==> src/design/dcms_pkg.sv <==
// Package: constants and carrier types for the control and monitor block
package dcms_pkg;

    // ==================================================================
    // Command fields
    // ==================================================================
    localparam int DCMS_ADDR_W = 6;        // Address field width
    localparam int DCMS_DATA_W = 14;       // Data field width
    localparam logic [1:0] DCMS_SEL_SFR = 2'h0;  // Special-function select
    localparam logic [5:0] DCMS_CMD_CFG = 6'h0C; // Config write/read
    localparam logic [5:0] DCMS_CMD_MON = 6'h0A; // Monitor select
    localparam logic [5:0] DCMS_CMD_PDN = 6'h08; // Soft power-down
    localparam logic [5:0] DCMS_CMD_PUP = 6'h09; // Soft power-up
    localparam logic [5:0] DCMS_CMD_RST = 6'h0F; // Soft reset

    // ==================================================================
    // Configuration register layout
    // ==================================================================
    localparam int DCMS_POS_PD_MODE = 13;  // Power-down output mode
    localparam int DCMS_POS_REF_LVL = 12;  // Reference level
    localparam int DCMS_POS_BOOST = 11;    // Amplifier boost
    localparam int DCMS_POS_REF_SRC = 10;  // Reference source
    localparam int DCMS_POS_MON_EN = 9;    // Monitor enable
    localparam int DCMS_POS_THERM = 8;     // Thermal guard
    localparam int DCMS_POS_TOG_LO = 2;    // First toggle group bit
    localparam int DCMS_TOG_GROUPS = 5;    // Toggle groups
    localparam int DCMS_GROUP_SIZE = 8;    // Channels per group
    // Stored bits: 13..8 and 6..2; 7,1,0 always zero
    localparam logic [13:0] DCMS_CFG_MASK = 14'h3F7C;
    localparam logic [13:0] DCMS_CFG_RESET = 14'h2000; // Hi-Z pd, rest off

    // ==================================================================
    // Monitor selection
    // ==================================================================
    localparam logic [5:0] DCMS_MON_HIZ = 6'h3F;   // Three-state code
    localparam logic [5:0] DCMS_MON_LAST = 6'h26;  // Highest valid channel
    localparam int DCMS_CHANNELS = 40;

    // Command carrier
    typedef struct packed {
        logic [1:0] register_select;  // {high, low}
        logic read_not_write;          // 1 reads
        logic [5:0] command_address_bits;
        logic [13:0] command_data_word;
    } dcms_cmd_t;

    // Decoded configuration carrier
    typedef struct packed {
        logic powerdown_output_mode_bit;
        logic ref_level_select_bit;
        logic amp_boost_bit;
        logic ref_source_bit;
        logic monitor_enable_bit;
        logic thermal_guard_bit;
        logic [4:0] toggle_group_enables;
    } dcms_cfg_t;

endpackage : dcms_pkg

==> src/design/dcms_toggle.sv <==
// Per-channel toggle select between A and B values on load strobe
module dcms_toggle #(
    parameter int CHANNELS = 40,
    parameter int GROUP_SIZE = 8
) (
    input wire logic ref_clk,
    input wire logic reset,
    input wire logic soft_clear,
    input wire logic load_pulse,
    input wire logic [(CHANNELS+GROUP_SIZE-1)/GROUP_SIZE-1:0] group_en,
    output logic [CHANNELS-1:0] use_b
);
    // ==================================================================
    // One flop per channel
    // ==================================================================
    genvar ch;
    generate
        for (ch = 0; ch < CHANNELS; ch++) begin : g_ch
            // Flip on each strobe while the group is enabled
            always_ff @(posedge ref_clk or posedge reset) begin
                if (reset) begin
                    use_b[ch] <= 1'b0;
                end else if (soft_clear) begin
                    use_b[ch] <= 1'b0;
                end else if (load_pulse && group_en[ch/GROUP_SIZE]) begin
                    use_b[ch] <= ~use_b[ch];
                end else if (!group_en[ch/GROUP_SIZE]) begin
                    // Disabled groups fall back to the A value
                    use_b[ch] <= 1'b0;
                end
            end
        end
    endgenerate
endmodule // dcms_toggle

==> src/design/dcms_control.sv <==
// Command decode, configuration register and monitor selection
// Function
// - Select bits zero means special-function command
// - Code 001100 writes or reads configuration
// - Bit 13 picks power-down output mode
// - Bit 12 picks internal reference level
// - Bit 11 turns amplifier boost on
// - Bit 10 picks internal or external reference
// - Bit 9 enables monitor output for the selected channel
// - Bit 8 enables thermal power-down
// - Soft power-up restarts only when cooled
// - Bits 7, 1, 0 have no effect
// - Bits 6..2 enable toggle per group
// - Load strobe toggles A/B in enabled groups
// - Code 001010 selects monitor channel
// - 0..38 routes, 63 three-states monitor
// - Soft reset restores register defaults
// - Hardware and soft power-down are ORed
module dcms_control #(
    parameter logic REF_LEVEL_DEFAULT = 1'b1, // Variant dependent
    parameter int CHANNELS = 40
) (
    input wire logic ref_clk,
    input wire logic reset,
    input wire logic cmd_valid,
    input wire dcms_pkg::dcms_cmd_t cmd,
    input wire logic output_load_strobe_n,
    input wire logic hw_powerdown,
    input wire logic over_temp,
    output logic read_valid,
    output logic [13:0] read_data,
    output dcms_pkg::dcms_cfg_t cfg,
    output logic powered_down,
    output logic [5:0] monitor_select,
    output logic monitor_output_active,
    output logic monitor_output_hiz,
    output logic [CHANNELS-1:0] toggle_use_b
);
    import dcms_pkg::*;

    // ==================================================================
    // Decoding
    // ==================================================================
    // Shared decode of a special-function code
    function automatic logic is_sfr(input dcms_cmd_t c,
                                    input logic [5:0] code);
        return c.register_select == DCMS_SEL_SFR &&
               c.command_address_bits == code;
    endfunction

    logic [13:0] cfg_reg;        // Stored configuration
    logic soft_pd;               // Soft power-down state
    logic thermal_trip;          // Latched over-temperature shutdown
    logic [1:0] load_sync;       // Strobe synchroniser
    logic [1:0] hw_pd_sync;      // Power-down pin synchroniser
    logic [1:0] temp_sync;       // Temperature flag synchroniser
    logic load_prev;             // Strobe edge history
    logic [5:0] mon_sel;         // Monitor channel

    wire hw_pd = hw_pd_sync[1];
    wire hot = temp_sync[1];
    // Register writes are blocked while powered down
    wire pd_now = soft_pd | hw_pd | thermal_trip;
    wire is_sfr_cmd = cmd_valid && cmd.register_select == DCMS_SEL_SFR;
    wire cfg_wr = cmd_valid && is_sfr(cmd, DCMS_CMD_CFG) &&
                  !cmd.read_not_write && !pd_now;
    wire cfg_rd = cmd_valid && is_sfr(cmd, DCMS_CMD_CFG) &&
                  cmd.read_not_write;
    wire mon_wr = cmd_valid && is_sfr(cmd, DCMS_CMD_MON) &&
                  !cmd.read_not_write && !pd_now;
    wire do_pdn = is_sfr_cmd && is_sfr(cmd, DCMS_CMD_PDN);
    wire do_pup = is_sfr_cmd && is_sfr(cmd, DCMS_CMD_PUP);
    // Soft reset is only honoured when not powered down
    wire do_rst = is_sfr_cmd && is_sfr(cmd, DCMS_CMD_RST) && !pd_now;
    wire load_pulse = !load_sync[1] && load_prev; // Falling edge
    wire [13:0] cfg_default = DCMS_CFG_RESET |
        (14'(REF_LEVEL_DEFAULT) << DCMS_POS_REF_LVL);
    // Unused positions never stored, so they cannot steer anything
    wire [13:0] next_cfg = cmd.command_data_word & DCMS_CFG_MASK;
    wire thermal_on = cfg_reg[DCMS_POS_THERM];

    // ==================================================================
    // Input synchronisers
    // ==================================================================
    // Pins come from outside the clock domain
    always_ff @(posedge ref_clk or posedge reset) begin
        if (reset) begin
            load_sync <= 2'h3;
            hw_pd_sync <= 2'h0;
            temp_sync <= 2'h0;
            load_prev <= 1'b1;
        end else begin
            load_sync <= {load_sync[0], output_load_strobe_n};
            hw_pd_sync <= {hw_pd_sync[0], hw_powerdown};
            temp_sync <= {temp_sync[0], over_temp};
            load_prev <= load_sync[1];
        end
    end

    // ==================================================================
    // Configuration register
    // ==================================================================
    // Written by its command, restored by soft reset
    always_ff @(posedge ref_clk or posedge reset) begin
        if (reset) begin
            cfg_reg <= DCMS_CFG_RESET;
        end else if (do_rst) begin
            cfg_reg <= cfg_default;
        end else if (cfg_wr) begin
            cfg_reg <= next_cfg;
        end
    end

    // Variant reference level drives the decoded output for one cycle after reset release, then bit 12 does
    logic strap_done; // Default level taken
    always_ff @(posedge ref_clk or posedge reset) begin
        if (reset) begin
            strap_done <= 1'b0;
        end else begin
            strap_done <= 1'b1;
        end
    end

    // ==================================================================
    // Power-down state
    // ==================================================================
    // Thermal trip sticks until a soft power-up finds the die cool
    always_ff @(posedge ref_clk or posedge reset) begin
        if (reset) begin
            soft_pd <= 1'b0;
            thermal_trip <= 1'b0;
        end else begin
            if (do_pdn) begin
                soft_pd <= 1'b1;
            end else if (do_pup) begin
                soft_pd <= 1'b0;
            end
            if (thermal_on && hot) begin
                thermal_trip <= 1'b1;
            end else if (do_pup && !hot) begin
                thermal_trip <= 1'b0;
            end
        end
    end

    // ==================================================================
    // Monitor selection
    // ==================================================================
    // Held until the next monitor command or soft reset; taken whether or not the monitor is enabled
    always_ff @(posedge ref_clk or posedge reset) begin
        if (reset) begin
            mon_sel <= DCMS_MON_HIZ;
        end else if (do_rst) begin
            mon_sel <= DCMS_MON_HIZ;
        end else if (mon_wr) begin
            mon_sel <= cmd.command_data_word[13:8];
        end
    end

    // ==================================================================
    // Outputs
    // ==================================================================
    // All outputs registered
    always_ff @(posedge ref_clk or posedge reset) begin
        if (reset) begin
            read_valid <= 1'b0;
            read_data <= 14'h0000;
            cfg <= '0;
            powered_down <= 1'b0;
            monitor_select <= DCMS_MON_HIZ;
            monitor_output_active <= 1'b0;
            monitor_output_hiz <= 1'b1;
        end else begin
            read_valid <= cfg_rd;
            if (cfg_rd) begin
                read_data <= cfg_reg & DCMS_CFG_MASK;
            end
            cfg.powerdown_output_mode_bit <= cfg_reg[DCMS_POS_PD_MODE];
            cfg.ref_level_select_bit <= strap_done ?
                cfg_reg[DCMS_POS_REF_LVL] : REF_LEVEL_DEFAULT;
            cfg.amp_boost_bit <= cfg_reg[DCMS_POS_BOOST];
            cfg.ref_source_bit <= cfg_reg[DCMS_POS_REF_SRC];
            cfg.monitor_enable_bit <= cfg_reg[DCMS_POS_MON_EN];
            cfg.thermal_guard_bit <= thermal_on;
            cfg.toggle_group_enables <=
                cfg_reg[DCMS_POS_TOG_LO +: DCMS_TOG_GROUPS];
            powered_down <= pd_now;
            monitor_select <= mon_sel;
            // Monitor drives only when enabled and a valid channel chosen
            monitor_output_active <= cfg_reg[DCMS_POS_MON_EN] &&
                mon_sel <= DCMS_MON_LAST;
            monitor_output_hiz <= !cfg_reg[DCMS_POS_MON_EN] ||
                mon_sel == DCMS_MON_HIZ;
        end
    end

    // ==================================================================
    // Toggle channels
    // ==================================================================
    dcms_toggle #(
        .CHANNELS(CHANNELS),
        .GROUP_SIZE(DCMS_GROUP_SIZE)
    ) u_toggle (
        .ref_clk(ref_clk),
        .reset(reset),
        .soft_clear(do_rst),
        .load_pulse(load_pulse),
        .group_en(cfg_reg[DCMS_POS_TOG_LO +: DCMS_TOG_GROUPS]),
        .use_b(toggle_use_b)
    );
endmodule // dcms_control

==> config.mk <==
export PLATFORM = sky130hd
export DESIGN_NAME = dcms_control
export DESIGN_NICKNAME = d
export VERILOG_FILES = /design/src/design/dcms_pkg.sv /design/src/design/dcms_toggle.sv /design/src/design/dcms_control.sv
export SDC_FILE = /design/constraint.sdc
export NUM_CORES = 1
export LEC_CHECK = 0
export BUFFER_PORTS_ARGS = -buffer_cell sky130_fd_sc_hd__buf_2
export CAP_MARGIN = 20
export CORE_MARGIN = 8
export CORE_UTILIZATION = 25
export DETAILED_ROUTE_END_ITERATION = 10
export MAX_ROUTING_LAYER = met4
export PLACE_DENSITY_LB_ADDON = 0.1
export SYNTH_ARGS = -nofsm -noshare
export SYNTH_HDL_FRONTEND = slang
export SYNTH_SLANG_ARGS = --single-unit
==> constraint.sdc <==
create_clock -name ref_clk -period 5 [get_ports ref_clk]
set_clock_uncertainty 0.15 [all_clocks]
set_input_delay 0.5 -clock ref_clk [delete_from_list [all_inputs] [get_ports ref_clk]]
set_output_delay 0.5 -clock ref_clk [all_outputs]
set_load 0.05 [all_outputs]
==> results of run 1 <==
==> critical path: stages (launching register included) <==
cell and delay, ns:
sky130_fd_sc_hd__dfrtp_1 0.41, sky130_fd_sc_hd__nor4b_4 0.37, sky130_fd_sc_hd__nand4_1 0.69, sky130_fd_sc_hd__nand2_1 0.59
sky130_fd_sc_hd__o21ai_0 0.15
==> layer usage <==
layer  GRT usage, %  vias up
met2           13.9       57
li1               -     1070
met3           2.30        9
met1           12.3     1097
met4           5.25        0
met5              -        -
==> metrics by stage <==
| stage | util [%] | instance area [um^2] | std cells |
|---|---|---|---|
| after floorplan | - | 3710 | 272 |
| after global placement | 30.2 | 4370 | 543 |
| after detailed placement | 30.2 | 4370 | 543 |
| after CTS | 32.3 | 4680 | 559 |
| after global routing | 32.3 | 4680 | 560 |
| final | 32.3 | 4680 | 560 |
==> final cells by class <==
| class | count | area share [%] |
|---|---|---|
| Sequential cell | 99 | 53.4 |
| Multi-Input combinational cell | 156 | 23.9 |
| Timing Repair Buffer | 99 | 10.7 |
| Clock buffer | 12 | 5.05 |
| Tap cell | 184 | 4.92 |
| Clock inverter | 4 | 1.60 |
| Inverter | 5 | 0.454 |
| Antenna cell | 1 | 0.0534 |
==> worst paths after layout <==
check / end / slack (ns) / cells after the start
min in group ref_clk: load_sync[0] / 0.11 / 1
setup reg to reg: cfg_reg[6] / 2.49 / 4
hold / removal: u_toggle.use_b[33] / 0.11 / 2
max in group asynchronous: read_data[4] / 3.52 / 3
setup / recovery: cfg_reg[6] / 2.49 / 4
hold reg to reg: temp_sync[1] / 0.20 / 0
==> cells in the mapped netlist <==
library cell / n / share of area, %
sky130_fd_sc_hd__a21boi_0: 1 / 0.20
sky130_fd_sc_hd__a21oi_1: 1 / 0.14
sky130_fd_sc_hd__a22o_1: 4 / 0.95
sky130_fd_sc_hd__a31oi_1: 1 / 0.17
sky130_fd_sc_hd__a41oi_2: 1 / 0.44
sky130_fd_sc_hd__and4_1: 1 / 0.24
sky130_fd_sc_hd__and4bb_2: 1 / 0.34
sky130_fd_sc_hd__buf_2: 5 / 0.68
sky130_fd_sc_hd__buf_4: 4 / 0.81
sky130_fd_sc_hd__buf_6: 2 / 0.61
sky130_fd_sc_hd__clkbuf_1: 1 / 0.10
sky130_fd_sc_hd__conb_1: 2 / 0.20
sky130_fd_sc_hd__dfrtp_1: 82 / 55
sky130_fd_sc_hd__dfstp_2: 17 / 12
sky130_fd_sc_hd__inv_1: 5 / 0.51
sky130_fd_sc_hd__mux2_2: 2 / 0.61
sky130_fd_sc_hd__mux2_4: 9 / 3.7
sky130_fd_sc_hd__mux2i_1: 9 / 2.4
sky130_fd_sc_hd__nand2_1: 18 / 1.8
sky130_fd_sc_hd__nand2_2: 2 / 0.34
sky130_fd_sc_hd__nand2b_1: 1 / 0.17
sky130_fd_sc_hd__nand3_1: 2 / 0.27
sky130_fd_sc_hd__nand4_1: 1 / 0.17
sky130_fd_sc_hd__nand4_2: 1 / 0.34
sky130_fd_sc_hd__nand4b_2: 1 / 0.41
sky130_fd_sc_hd__nor2_1: 44 / 4.5
sky130_fd_sc_hd__nor2b_1: 1 / 0.17
sky130_fd_sc_hd__nor3_1: 1 / 0.14
sky130_fd_sc_hd__nor3b_2: 1 / 0.34
sky130_fd_sc_hd__nor4b_1: 1 / 0.24
sky130_fd_sc_hd__nor4b_4: 2 / 1.3
sky130_fd_sc_hd__o21ai_0: 6 / 0.81
sky130_fd_sc_hd__xnor2_1: 40 / 9.5
==> power groups by stage <==
stage               registers [mW]  clock network [mW]  logic, mW
finish                       0.811               0.730     0.0671
global placement             0.825                   0     0.0687
global route                 0.811               0.792     0.0754
floorplan                    0.827                   0     0.0449
detailed placement           0.825                   0     0.0696
CTS                          0.811               0.765     0.0700
==> logic make-up (layout without fill, tap and decap cells) <==
| group | count (synthesis) | in the layout |
|---|---|---|
| flops | 99 | 99 |
| simple gates | 78 | 78 |
| xor+xnor | 40 | 40 |
| mux | 20 | 20 |
| buf+inv | 17 | 120 |
| compound gates | 14 | 14 |
| other cells | 2 | 5 |
==> layout by cell type, fill, tap and decap left out, types with 3 or more instances in the layout <==
master                      count
sky130_fd_sc_hd__buf_2         97
sky130_fd_sc_hd__dfrtp_1       82
sky130_fd_sc_hd__nor2_1        44
sky130_fd_sc_hd__xnor2_1       40
sky130_fd_sc_hd__nand2_1       18
sky130_fd_sc_hd__dfstp_2       17
sky130_fd_sc_hd__mux2_4         9
sky130_fd_sc_hd__mux2i_1        9
sky130_fd_sc_hd__clkbuf_16      9
sky130_fd_sc_hd__o21ai_0        6
sky130_fd_sc_hd__a22o_1         4
sky130_fd_sc_hd__inv_1          4
sky130_fd_sc_hd__conb_1         4
sky130_fd_sc_hd__clkbuf_1       3
==> impl_results.md, run 1 <==
- Total number of H-tree levels: 3
- Time the final worst path needs with I/O delays and setup: ~2.5 ns
- Maximum number of pins on one net before global-route repair: 55
- Clock slew at the register clock pins of the worst setup and hold paths: 0.06 ns
- Setup Viol. Count Final: 0
- Insertion delay to the later sink of the worst-skew pair: ~0.34 ns
- Post-detailed-placement half-perimeter wirelength: between 6 and 7 mm
- Clock tree from TritonCTS: built
- Internal portion of total power: 1.27 mW
- Proportion of layout cells with a drive suffix above 1: 40.3%
- Min setup slack post-route: roughly 2.5 ns
- FF/Latch Area: 0.00250 mm^2
- Worst Path Max Fanout: 13
- Number of flip-flops under the largest register name: 40
- FILL cells: 1505
- Number of top-level pins: 104
- Area used by multi-input combinational logic: 0.00112 mm^2
- Iteration count of the initial detailed-routing pass: 4
- Distinct cells, synth: 33
- Psw: 338 uW
- Type of origin of the critical path: register
- Area enclosed by the die boundary: around 0.019 mm^2
- DR iter-0 viols: 129
- Vias: 2233
- DR WL met3: 447 um
- Total routed wire length on the met1 layer: 4.02 mm
- Avg Cell Area, Syn: 13.7 um^2
- Total of max-cap violations: 0
- Number of global-route vias before repair: 2364
- Fraction of power consumed by the clock network: 45.4%
- Post-CTS sizing: 0
- Result of the run: finished, final reports clean
- Die span in x: between 100 and 150 um
- Synth warnings: 0
- Launch point of the worst reg-to-reg path: hw_pd_sync[1]
- Synthesized netlist cell count: 270
- Remaining DRCs: 0
- All-layer global routing usage: 9.66%
- Xor/xnor share of the synthesized area: under 10%
- Vertical die dimension: ~140 um
- Share of cell area taken by muxes after synthesis: 6.69%
- Compound-gate portion of the synthesized area: between 2 and 3%
- Area Overhead vs Synth: 26.5%
- Number of buffers added on ports: 97
- DR top layer: met4
- Overall power after layout: 1.61 mW
- Routability congestion estimate: approximately 0.68
- Number of flip-flops and latches in the synthesized netlist: between 90 and 100
- Post-Syn Area: 0.00370 mm^2
- Highest clock frequency the design can meet: between 0.3 and 0.4 GHz
- Static leakage: 2.40 nW
- Share of the clock period used by the worst path after layout: 50.1%
- Highest ir drop seen on vdd: 0.181 mV
- Simple-gate share of the synthesized area: 10.7%
- Reg power frac: 50.4%
- Unrepaired setup endpoints after global routing: no
- Remaining Overflow, GRT: 0
- Initial Utilization: between 20% and 30%
- Sequential-to-total area share from yosys stat: between 60% and 70%
- Clock root buffer master: sky130_fd_sc_hd__clkbuf_16
- Total clock buffers created by CTS: 9
- Met2 Routed Length: between 4 and 5 mm
- Initial antenna violation count: 1
- Total power divided by cell area: 343 mW/mm^2
- Worst Path Arrival: 2.55 ns
- Wire length of the first global-routing pass: 13.3 mm
- Summed negative setup slack over all endpoints: 0 ns
- Placement Setup Slack: roughly 2.2 ns
- Final nets: 399
- ANT nets after route: 0
- Per-cell routed wire length: 15.6 um
- Switching Fraction: 21.0%
- Vias per cell: 3.99
- Type of the tightest min-delay check: in2async
- Pins over their slew limit: 0
- Worst-case headroom to the max-slew limit: 46.0%
- Slew of the pin with the lowest slew margin: 0.808 ns
- Launch point of the worst path: hw_pd_sync[1]
- Setup CP Type: reg2reg
- Post-CTS setup repair buffer count: 0
- Largest family of logic cells by synthesized area: simple AND/OR/NAND/NOR gates
- Standard cell core area: 0.0145 mm^2
- Number of placement rows: 44
- Hold violation total from the final report: 0
- Critical Path End Type: register
- Total Routed Length: 8.74 mm
- Combinational group share of total power: between 4 and 5%
- Hold-fix buffer count after cts: 0
- CTS Sinks: 99
- Fin Hold WS: ~0.11 ns
- Deepest clock path buffer count: 2
- Worst Path Required: 5.04 ns
- Synth Area in Adders: 0%
Power figures use the tool's default switching activity.
==> run 2: changes to the inputs <==
--- a/config.mk
+++ b/config.mk
@@ -5,6 +5,7 @@
 export SDC_FILE = /design/constraint.sdc
 export NUM_CORES = 1
 export LEC_CHECK = 0
+export ABC_AREA = 1
 export BUFFER_PORTS_ARGS = -buffer_cell sky130_fd_sc_hd__buf_2
 export CAP_MARGIN = 20
 export CORE_MARGIN = 8
==> constraint.sdc (replaced) <==
create_clock -name ref_clk -period 2.45 [get_ports ref_clk]
set_clock_uncertainty 0.15 [all_clocks]
set_input_delay 0.245 -clock ref_clk [delete_from_list [all_inputs] [get_ports ref_clk]]
set_output_delay 0.245 -clock ref_clk [all_outputs]
set_load 0.05 [all_outputs]
==> run 2 against run 1 <==
Compared with the run above: wire length grew 18%; count of clock-buffer cells in the layout unchanged; flip-flop and latch count stayed put; synthesized cell count is 76% higher; highest routed layer unchanged.
==> impl_results.md, run 2 <==
- Launch point of the worst reg-to-reg path: soft_pd (was hw_pd_sync[1])
- Area enclosed by the die boundary: 0.0211 mm^2 (was 0.0190 mm^2)
- Library cell with the highest instance count after synthesis: sky130_fd_sc_hd__nand2_1 (was sky130_fd_sc_hd__dfrtp_1)
- Vertical die dimension: 145 um (was 138 um)
- Psw: 699 uW (was 338 uW)
- Post-Syn Area: 0.00418 mm^2 (was 0.00370 mm^2)
- Summed negative setup slack over all endpoints: 0 ns (unchanged)
- Portion of synthesized cell area occupied by the leading cell type: 49.1% (was 55.4%)
- Placed Area: 0.00490 mm^2 (was 0.00437 mm^2)
- Share of the clock period used by the worst path after layout: 74.9% (was 50.1%)
- Standard cell core area: 0.0165 mm^2 (was 0.0145 mm^2)
- Initial antenna violation count: 0 (was 1)
- Type of origin of the critical path: register (unchanged)
- Number of global-route vias before repair: 3237 (was 2364)
- Critical Path End Type: register (unchanged)
- Inserted Diodes: 0 (was 1)
- Worst-case headroom to the max-slew limit: 58.3% (was 46.0%)
- Most common library cell in the layout ignoring fill and taps: sky130_fd_sc_hd__nand2_1 (was sky130_fd_sc_hd__buf_2)
- Total clock buffers created by CTS: 9 (unchanged)
- Hold violation total from the final report: 0 (unchanged)
- Distinct cells, synth: 23 (was 33)
- Remaining Overflow, GRT: 0 (unchanged)
- Result of the run: finished, final reports clean (unchanged)
- Reg power frac: 53.7% (was 50.4%)
- Crit path max-delay cell type: sky130_fd_sc_hd__dfrtp_1 (was sky130_fd_sc_hd__nand4_1)
- Number of buffers added on ports: 97 (unchanged)
- Vias per cell: 3.89 (was 3.99)
- Remaining DRCs: 0 (unchanged)
- Number of top-level pins: 104 (unchanged)
- Deepest clock path buffer count: 2 (unchanged)
- Final nets: 616 (was 399)
- Worst R2R End: cfg_reg[11] (was cfg_reg[6])
- All-layer global routing usage: 10.5% (was 9.66%)
- Type of the tightest min-delay check: in2reg (was in2async)
- Clock slew at the register clock pins of the worst setup and hold paths: 0.07 ns (was 0.06 ns)
- Insertion delay to the later sink of the worst-skew pair: 0.34 ns (about the same)
- Ordered list of cells on the worst path: nor2_1 > nand2_2 > nor2_4 > nand3_2 > buf_4 > nand3_1 > o21ai_2 (was nor4b_4 > nand4_1 > nand2_1 > o21ai_0)
- CTS Sinks: 99 (unchanged)
- Hold path depth: 3
- Worst Path Max Fanout: 18 (was 13)
- Worst Path Arrival: 1.91 ns (was 2.55 ns)
- Flip-flop cell with the highest count after synthesis: sky130_fd_sc_hd__dfrtp_1 (unchanged)
- Pins over their slew limit: 0 (unchanged)
- Total Routed Length: 10.3 mm (was 8.74 mm)
- ANT nets after route: 0 (unchanged)
- Combinational group share of total power: 3.9% (was 4.2%)
- Per-cell routed wire length: 12.7 um (was 15.6 um)
- Yosys top cell by area: sky130_fd_sc_hd__dfrtp_1 (unchanged)
- Proportion of layout cells with a drive suffix above 1: 26.0% (was 40.3%)
- Avg Cell Area, Syn: 8.77 um^2 (was 13.7 um^2)
- Setup CP Type: reg2reg (unchanged)
- Iteration count of the initial detailed-routing pass: 4 (unchanged)
- Proportion of synthesized flip-flops having asynchronous set or reset: 100% (unchanged)
- Switching Fraction: 22.7% (was 21.0%)
- Worst Path Required: 2.52 ns (was 5.04 ns)
- Post-detailed-placement half-perimeter wirelength: 7.28 mm (was 6.05 mm)
- Setup Viol. Count Final: 0 (unchanged)
- Vias: 3156 (was 2233)
- Most frequent cells in the layout: sky130_fd_sc_hd__nand2_1, sky130_fd_sc_hd__inv_1, sky130_fd_sc_hd__buf_2, sky130_fd_sc_hd__dfrtp_1, sky130_fd_sc_hd__o21ai_0 (was sky130_fd_sc_hd__buf_2, sky130_fd_sc_hd__dfrtp_1, sky130_fd_sc_hd__nor2_1, sky130_fd_sc_hd__xnor2_1, sky130_fd_sc_hd__nand2_1)
- Maximum number of pins on one net before global-route repair: 43 (was 55)
- Sequential-to-total area share from yosys stat: 59.8% (was 67.5%)
- Highest ir drop seen on vdd: 0.280 mV (was 0.181 mV)
- Final core area utilization: 31.9% (was 32.3%)
- Biggest area contributors in the synthesized netlist: sky130_fd_sc_hd__dfrtp_1, sky130_fd_sc_hd__nand2_1, sky130_fd_sc_hd__dfstp_2 (was sky130_fd_sc_hd__dfrtp_1, sky130_fd_sc_hd__dfstp_2, sky130_fd_sc_hd__xnor2_1)
- Final instance area: 0.00526 mm^2 (was 0.00468 mm^2)
- EDFF count, synth: 0 (unchanged)
- Destination of the worst hold path: cfg_reg[8]
- Number of flip-flops under the largest register name: 40 (unchanged)
- Post-CTS setup repair buffer count: 0 (unchanged)
- Synthesized netlist cell count: 476 (was 270)
- DR iter-0 viols: 196 (was 129)
- Highest clock frequency the design can meet: 0.545 GHz (was 0.399 GHz)
- Fraction of power consumed by the clock network: 42.4% (was 45.4%)
- Routability congestion estimate: 0.723 (was 0.683)
- Number of placement rows: 47 (was 44)
- Area Overhead vs Synth: 25.9% (was 26.5%)
- Delay of the slowest cell on the worst path: 0.37 ns (was 0.69 ns)
- Total number of H-tree levels: 3 (unchanged)
- Clock tree from TritonCTS: built (unchanged)
- Total of max-cap violations: 0 (unchanged)
- Die span in x: 145 um (was 138 um)
- FILL cells: 1780 (was 1505)
- Static leakage: 2.91 nW (was 2.40 nW)
- Number of flip-flops and latches in the synthesized netlist: 99 (unchanged)
- Slew of the pin with the lowest slew margin: 0.625 ns (was 0.808 ns)
- Unrepaired setup endpoints after global routing: no (unchanged)
- Internal portion of total power: 2.38 mW (was 1.27 mW)
- Flop-to-flop setup slack: 0.61 ns (was 2.49 ns)
- Register-to-Register Path Depth: 7 (was 4)
- Wire length of the first global-routing pass: 17.3 mm (was 13.3 mm)
- Clock root buffer master: sky130_fd_sc_hd__clkbuf_16 (unchanged)
- Ranking of synthesized cells by instance count: sky130_fd_sc_hd__nand2_1, sky130_fd_sc_hd__inv_1, sky130_fd_sc_hd__dfrtp_1, sky130_fd_sc_hd__o21ai_0, sky130_fd_sc_hd__nand3_1 (was sky130_fd_sc_hd__dfrtp_1, sky130_fd_sc_hd__nor2_1, sky130_fd_sc_hd__xnor2_1, sky130_fd_sc_hd__nand2_1, sky130_fd_sc_hd__dfstp_2)
- Synth warnings: 0 (unchanged)
- Total power divided by cell area: 585 mW/mm^2 (was 343 mW/mm^2)
- Time the final worst path needs with I/O delays and setup: 1.84 ns (was 2.51 ns)
- Source of the worst hold timing path: cmd[8]
- Initial Utilization: 25.4% (was 25.6%)
run 2: changes by cell type in the layout (fill, tap and decap cells not counted), sizes merged, moves of 11 or more:
cell / delta
nand2: +130
inv: +105
o21ai: +46
xnor2: -40
nor2: -26
nand3: +23
mux2: -11
run 2: logic make-up (layout without fill, tap and decap cells):
logic type,after synthesis,count (layout),share of synthesized area (%)
compound gates,54,54,7.43
buf+inv,123,237,12.7
flops,99,99,59.8
other cells,2,4,0.180
simple gates,198,198,19.9
run 2: stage by stage:
stage               hold WS, ns  cells  power, mW  worst slack, ns
detailed placement        0.186    787       1.80            0.605
finish                   0.0407    812       3.07            0.614
global route             0.0424    812       3.23            0.461
CTS                      0.0252    812       3.15            0.591
floorplan                0.0995    478       1.75            0.893
global placement          0.183    787       1.80            0.607
run 2: timing repair:
action,in CTS,in global routing
hold endpoints to repair,28,0
hold buffers,9,0
resized for setup,0,0
run 2: final cells by class:
class | count | area [um^2] | share of cell area, %
clock buffer | 12 | 236 | 4.50
multi-input combinational | 256 | 1150 | 22.0
tap | 220 | 275 | 5.24
clock inverter | 4 | 27.5 | 0.524
sequential | 99 | 2500 | 47.5
inverter | 111 | 420 | 8.00
timing repair buffer | 110 | 643 | 12.2
run 2: layer usage:
| layer | vias up | part of all wire (%) | global-route usage, % |
|---|---|---|---|
| li1 | 1623 | - | - |
| met1 | 1462 | 47 | 13.0 |
| met2 | 61 | 46 | 16.3 |
| met3 | 10 | 4.7 | 2.24 |
| met4 | 0 | 1.7 | 4.37 |
| met5 | - | 0 | - |
run 2: worst max path at each step:
stage	startpoint	to	slack, ns	depth (start not counted)
3_5_place_dp	soft_pd	cfg_reg[10]	0.60	7
2_1_floorplan	reset	cfg[0]	0.89	1
5_1_grt	soft_pd	cfg_reg[10]	0.46	7
6_report	soft_pd	cfg_reg[11]	0.61	7
4_1_cts	soft_pd	cfg_reg[10]	0.59	7
3_3_place_gp	hw_pd_sync[1]	cfg_reg[10]	0.61	7
run 2: worst max-delay path, delay by kind of cell, from the launching register on:
family                 cells  cell delay (ns)
AO/OA/AOI/OAI              1             0.06
buffers and inverters      1             0.34
flip-flops                 1             0.37
AND/OR/NAND/NOR            5             0.80
run 2: power groups by stage:
stage,logic (mW),registers [mW],clock network [mW]
2_1_floorplan,0.0589,1.69,0
3_3_place_gp,0.114,1.68,0
3_5_place_dp,0.115,1.68,0
4_1_cts,0.126,1.65,1.37
5_1_grt,0.138,1.65,1.44
6_report,0.121,1.65,1.30
==> run 3: changes to the inputs <==
==> constraint.sdc (replaced) <==
create_clock -name ref_clk -period 1.5 [get_ports ref_clk]
set_clock_uncertainty 0.15 [all_clocks]
set_input_delay 0.15 -clock ref_clk [delete_from_list [all_inputs] [get_ports ref_clk]]
set_output_delay 0.15 -clock ref_clk [all_outputs]
set_load 0.05 [all_outputs]
==> run 3 against run 2 <==
Compared with the run above: clock power increased by 87%; via count rose by 3.2%; cell area increased by 6.9%; final cell count increased by 1.7%; die area did not move; critical path type unchanged; non-clock buffer count is 13 higher; wire length is 2.1% higher; first-iteration DRC count decreased by 28%; count of clock-buffer cells in the layout unchanged; hold slack better by 0.011 ns; sequential share of layout area decreased by 3.1 points; worst setup slack lost 0.57 ns.
==> impl_results.md, run 3 (synthesis results as in run 2) <==
- Number of flip-flops under the largest register name: 40 (unchanged)
- Unrepaired setup endpoints after global routing: yes (was no)
- Vias: 3257 (was 3156)
- Area used by multi-input combinational logic: 0.00132 mm^2 (was 0.00115 mm^2)
- Pins over their slew limit: 0 (unchanged)
- Cell class contributing the biggest share of worst-path delay: flip-flops (was simple AND/OR/NAND/NOR gates)
- CTS Sinks: 99 (unchanged)
- Setup Viol. Count Final: 0 (unchanged)
- Source of the worst hold timing path: cmd[14] (was cmd[8])
- Wire length of the first global-routing pass: 17.7 mm (was 17.3 mm)
- Launch point of the worst reg-to-reg path: load_prev (was soft_pd)
- Overall power after layout: 5.35 mW (was 3.07 mW)
- Initial antenna violation count: 0 (unchanged)
- Total clock buffers created by CTS: 9 (unchanged)
- Worst Path Buf+Inv: 1 (unchanged)
- Die span in x: 145 um (unchanged)
- DR iter-0 viols: 142 (was 196)
- Remaining Overflow, GRT: 0 (unchanged)
- Total power divided by cell area: 952 mW/mm^2 (was 585 mW/mm^2)
- Highest clock frequency the design can meet: 0.686 GHz (was 0.545 GHz)
- Vias per cell: 3.94 (was 3.89)
- Result of the run: finished, final reports clean (unchanged)
- Delay of the slowest cell on the worst path: 0.60 ns (was 0.37 ns)
- Launch point of the worst path: load_prev (was soft_pd)
- Deepest clock path buffer count: 2 (unchanged)
- Number of global-route vias before repair: 3361 (was 3237)
- Post-detailed-placement half-perimeter wirelength: 7.24 mm (was 7.28 mm)
- Critical Path End: u_toggle.use_b[28] (was cfg_reg[11])
- Remaining DRCs: 0 (unchanged)
- Most common library cell in the layout ignoring fill and taps: sky130_fd_sc_hd__nand2_1 (unchanged)
- Vertical die dimension: 145 um (unchanged)
- Placed Area: 0.00498 mm^2 (was 0.00490 mm^2)
- Setup CP Type: reg2reg (unchanged)
- Final instance area: 0.00562 mm^2 (was 0.00526 mm^2)
- Time the final worst path needs with I/O delays and setup: 1.46 ns (was 1.84 ns)
- Worst Path Max Fanout: 8 (was 18)
- Iteration count of the initial detailed-routing pass: 4 (unchanged)
- Standard cell core area: 0.0165 mm^2 (unchanged)
- All-layer global routing usage: 10.8% (was 10.5%)
- Proportion of layout cells with a drive suffix above 1: 31.0% (was 26.0%)
- Per-cell routed wire length: 12.7 um (about the same)
- Number of top-level pins: 104 (unchanged)
- Clock tree from TritonCTS: built (unchanged)
- Flop-to-flop setup slack: 0.04 ns (was 0.61 ns)
- Total number of H-tree levels: 3 (unchanged)
- Maximum number of pins on one net before global-route repair: 69 (was 43)
- FILL cells: 1715 (was 1780)
- Number of placement rows: 47 (unchanged)
- Routability congestion estimate: 0.780 (was 0.723)
- Cell seen most often among critical-path stages: sky130_fd_sc_hd__nand2_1
- Worst Path Arrival: 1.59 ns (was 1.91 ns)
- Most frequent cells in the layout: sky130_fd_sc_hd__nand2_1, sky130_fd_sc_hd__inv_1, sky130_fd_sc_hd__buf_2, sky130_fd_sc_hd__dfrtp_1, sky130_fd_sc_hd__o21ai_0 (unchanged)
- FF/Latch Area: 0.00250 mm^2 (unchanged)
- Insertion delay to the later sink of the worst-skew pair: 0.34 ns (about the same)
- Area enclosed by the die boundary: 0.0211 mm^2 (unchanged)
- Type of origin of the critical path: register (unchanged)
- Number of buffers added on ports: 97 (unchanged)
- Highest ir drop seen on vdd: 0.471 mV (was 0.280 mV)
- Area Overhead vs Synth: 34.6% (was 25.9%)
- Finished Layout Cells: 826 (was 812)
- Cells after DPL: 793 (was 787)
- Crit path max-delay cell type: sky130_fd_sc_hd__dfstp_2 (was sky130_fd_sc_hd__dfrtp_1)
- ANT nets after route: 0 (unchanged)
- Clock root buffer master: sky130_fd_sc_hd__clkbuf_16 (unchanged)
- Static leakage: 3.05 nW (was 2.91 nW)
- Initial Utilization: 25.4% (unchanged)
- Total of max-cap violations: 0 (unchanged)
- Share of the clock period used by the worst path after layout: 97.2% (was 74.9%)
- Hold violation total from the final report: 0 (unchanged)
- Total Routed Length: 10.5 mm (was 10.3 mm)
- Ordered list of cells on the worst path: nand2_4 > nor2_4 > nand2_1 > o21ai_0 > nand2_1 > inv_1 (was nor2_1 > nand2_2 > nor2_4 > nand3_2 > buf_4 > nand3_1 > o21ai_2)
- Count of cell instances traversed by the critical path: 6 (was 7)
- Critical Path End Type: register (unchanged)
- Register-to-Register Path Depth: 6 (was 7)
- Final nets: 630 (was 616)
- Type of the tightest min-delay check: in2reg (unchanged)
- Worst Path Required: 1.63 ns (was 2.52 ns)
- Clock slew at the register clock pins of the worst setup and hold paths: 0.07 ns (about the same)
- Worst R2R End: u_toggle.use_b[28] (was cfg_reg[11])
- Inserted Diodes: 0 (unchanged)
run 3: changes by cell type in the layout (fill, tap and decap cells not counted), moves of 2 or more:
| cell | change |
|---|---|
| sky130_fd_sc_hd__nand3_2 | +8 |
| sky130_fd_sc_hd__nand2_4 | +8 |
| sky130_fd_sc_hd__o21ai_1 | +20 |
| sky130_fd_sc_hd__clkbuf_1 | -3 |
| sky130_fd_sc_hd__clkbuf_16 | +2 |
| sky130_fd_sc_hd__nor2_4 | +6 |
| sky130_fd_sc_hd__nand3_1 | -9 |
| sky130_fd_sc_hd__buf_12 | +3 |
| sky130_fd_sc_hd__buf_4 | +4 |
| sky130_fd_sc_hd__clkinvlp_4 | -3 |
| sky130_fd_sc_hd__nand2_1 | -6 |
| sky130_fd_sc_hd__o21ai_0 | -20 |
| sky130_fd_sc_hd__dlygate4sd3_1 | +6 |
| sky130_fd_sc_hd__nor2_1 | -7 |
run 3: tightest hold or removal path, delay by kind of cell:
family,cells,cell delay [ns]
and+or+nand+nor,3,0.23
buffers and inverters,1,0.13
run 3: worst min-delay path by stage:
| stage | endpoint | slack (ns) | cells past startpoint |
|---|---|---|---|
| final | soft_pd | 0.05 | 4 |
| after global routing | soft_pd | 0.05 | 4 |
| after CTS | soft_pd | 0.03 | 4 |
| after detailed placement | load_sync[0] | 0.11 | 1 |
| after global placement | load_sync[0] | 0.11 | 1 |
| after floorplan | load_sync[0] | 0.004 | 0 |
run 3: report_power, final:
part,leakage [nW],switching (mW),internal [mW]
logic,1.61,0.148,0.0743
clock network,0.159,1.05,1.38
registers,1.28,0.00944,2.69
total,3.05,1.21,4.14
run 3: through the flow:
stage	setup TNS [ns]	worst slack, ns	util (%)	hold slack [ns]
4_1_cts	0	0.000848	33.6	0.0318
3_5_place_dp	-5.52	-0.180	30.3	0.109
2_1_floorplan	0	0.0383	-	0.00448
3_3_place_gp	-4.12	-0.157	30.3	0.106
5_1_grt	-1.96	-0.100	34.1	0.0546
6_report	0	0.0421	34.1	0.0521
run 3: repair_timing:
action                                  CTS  global route
setup buffers                             0             1
gates resized for setup                  19            39
hold buffers                             15             0
cloned                                    1             0
endpoints found under the setup margin   50            57
endpoints found under the hold margin   102             0
pin swaps                                 0             6
run 3: per-layer routing:
metal / GRT usage, % / vias to the layer above / part of all wire, %
li1: - / 1658 / -
met1: 13.6 / 1528 / 48
met2: 16.3 / 60 / 46
met3: 2.52 / 11 / 4.1
met4: 4.69 / 0 / 1.8
met5: - / - / 0
run 3: final cells by class:
class / instances / area share [%]
Timing Repair Buffer: 123 / 14.1
Multi-Input combinational cell: 257 / 23.4
Inverter: 111 / 7.48
Sequential cell: 99 / 44.5
Tap cell: 220 / 4.90
Clock inverter: 4 / 0.490
Clock buffer: 12 / 5.14
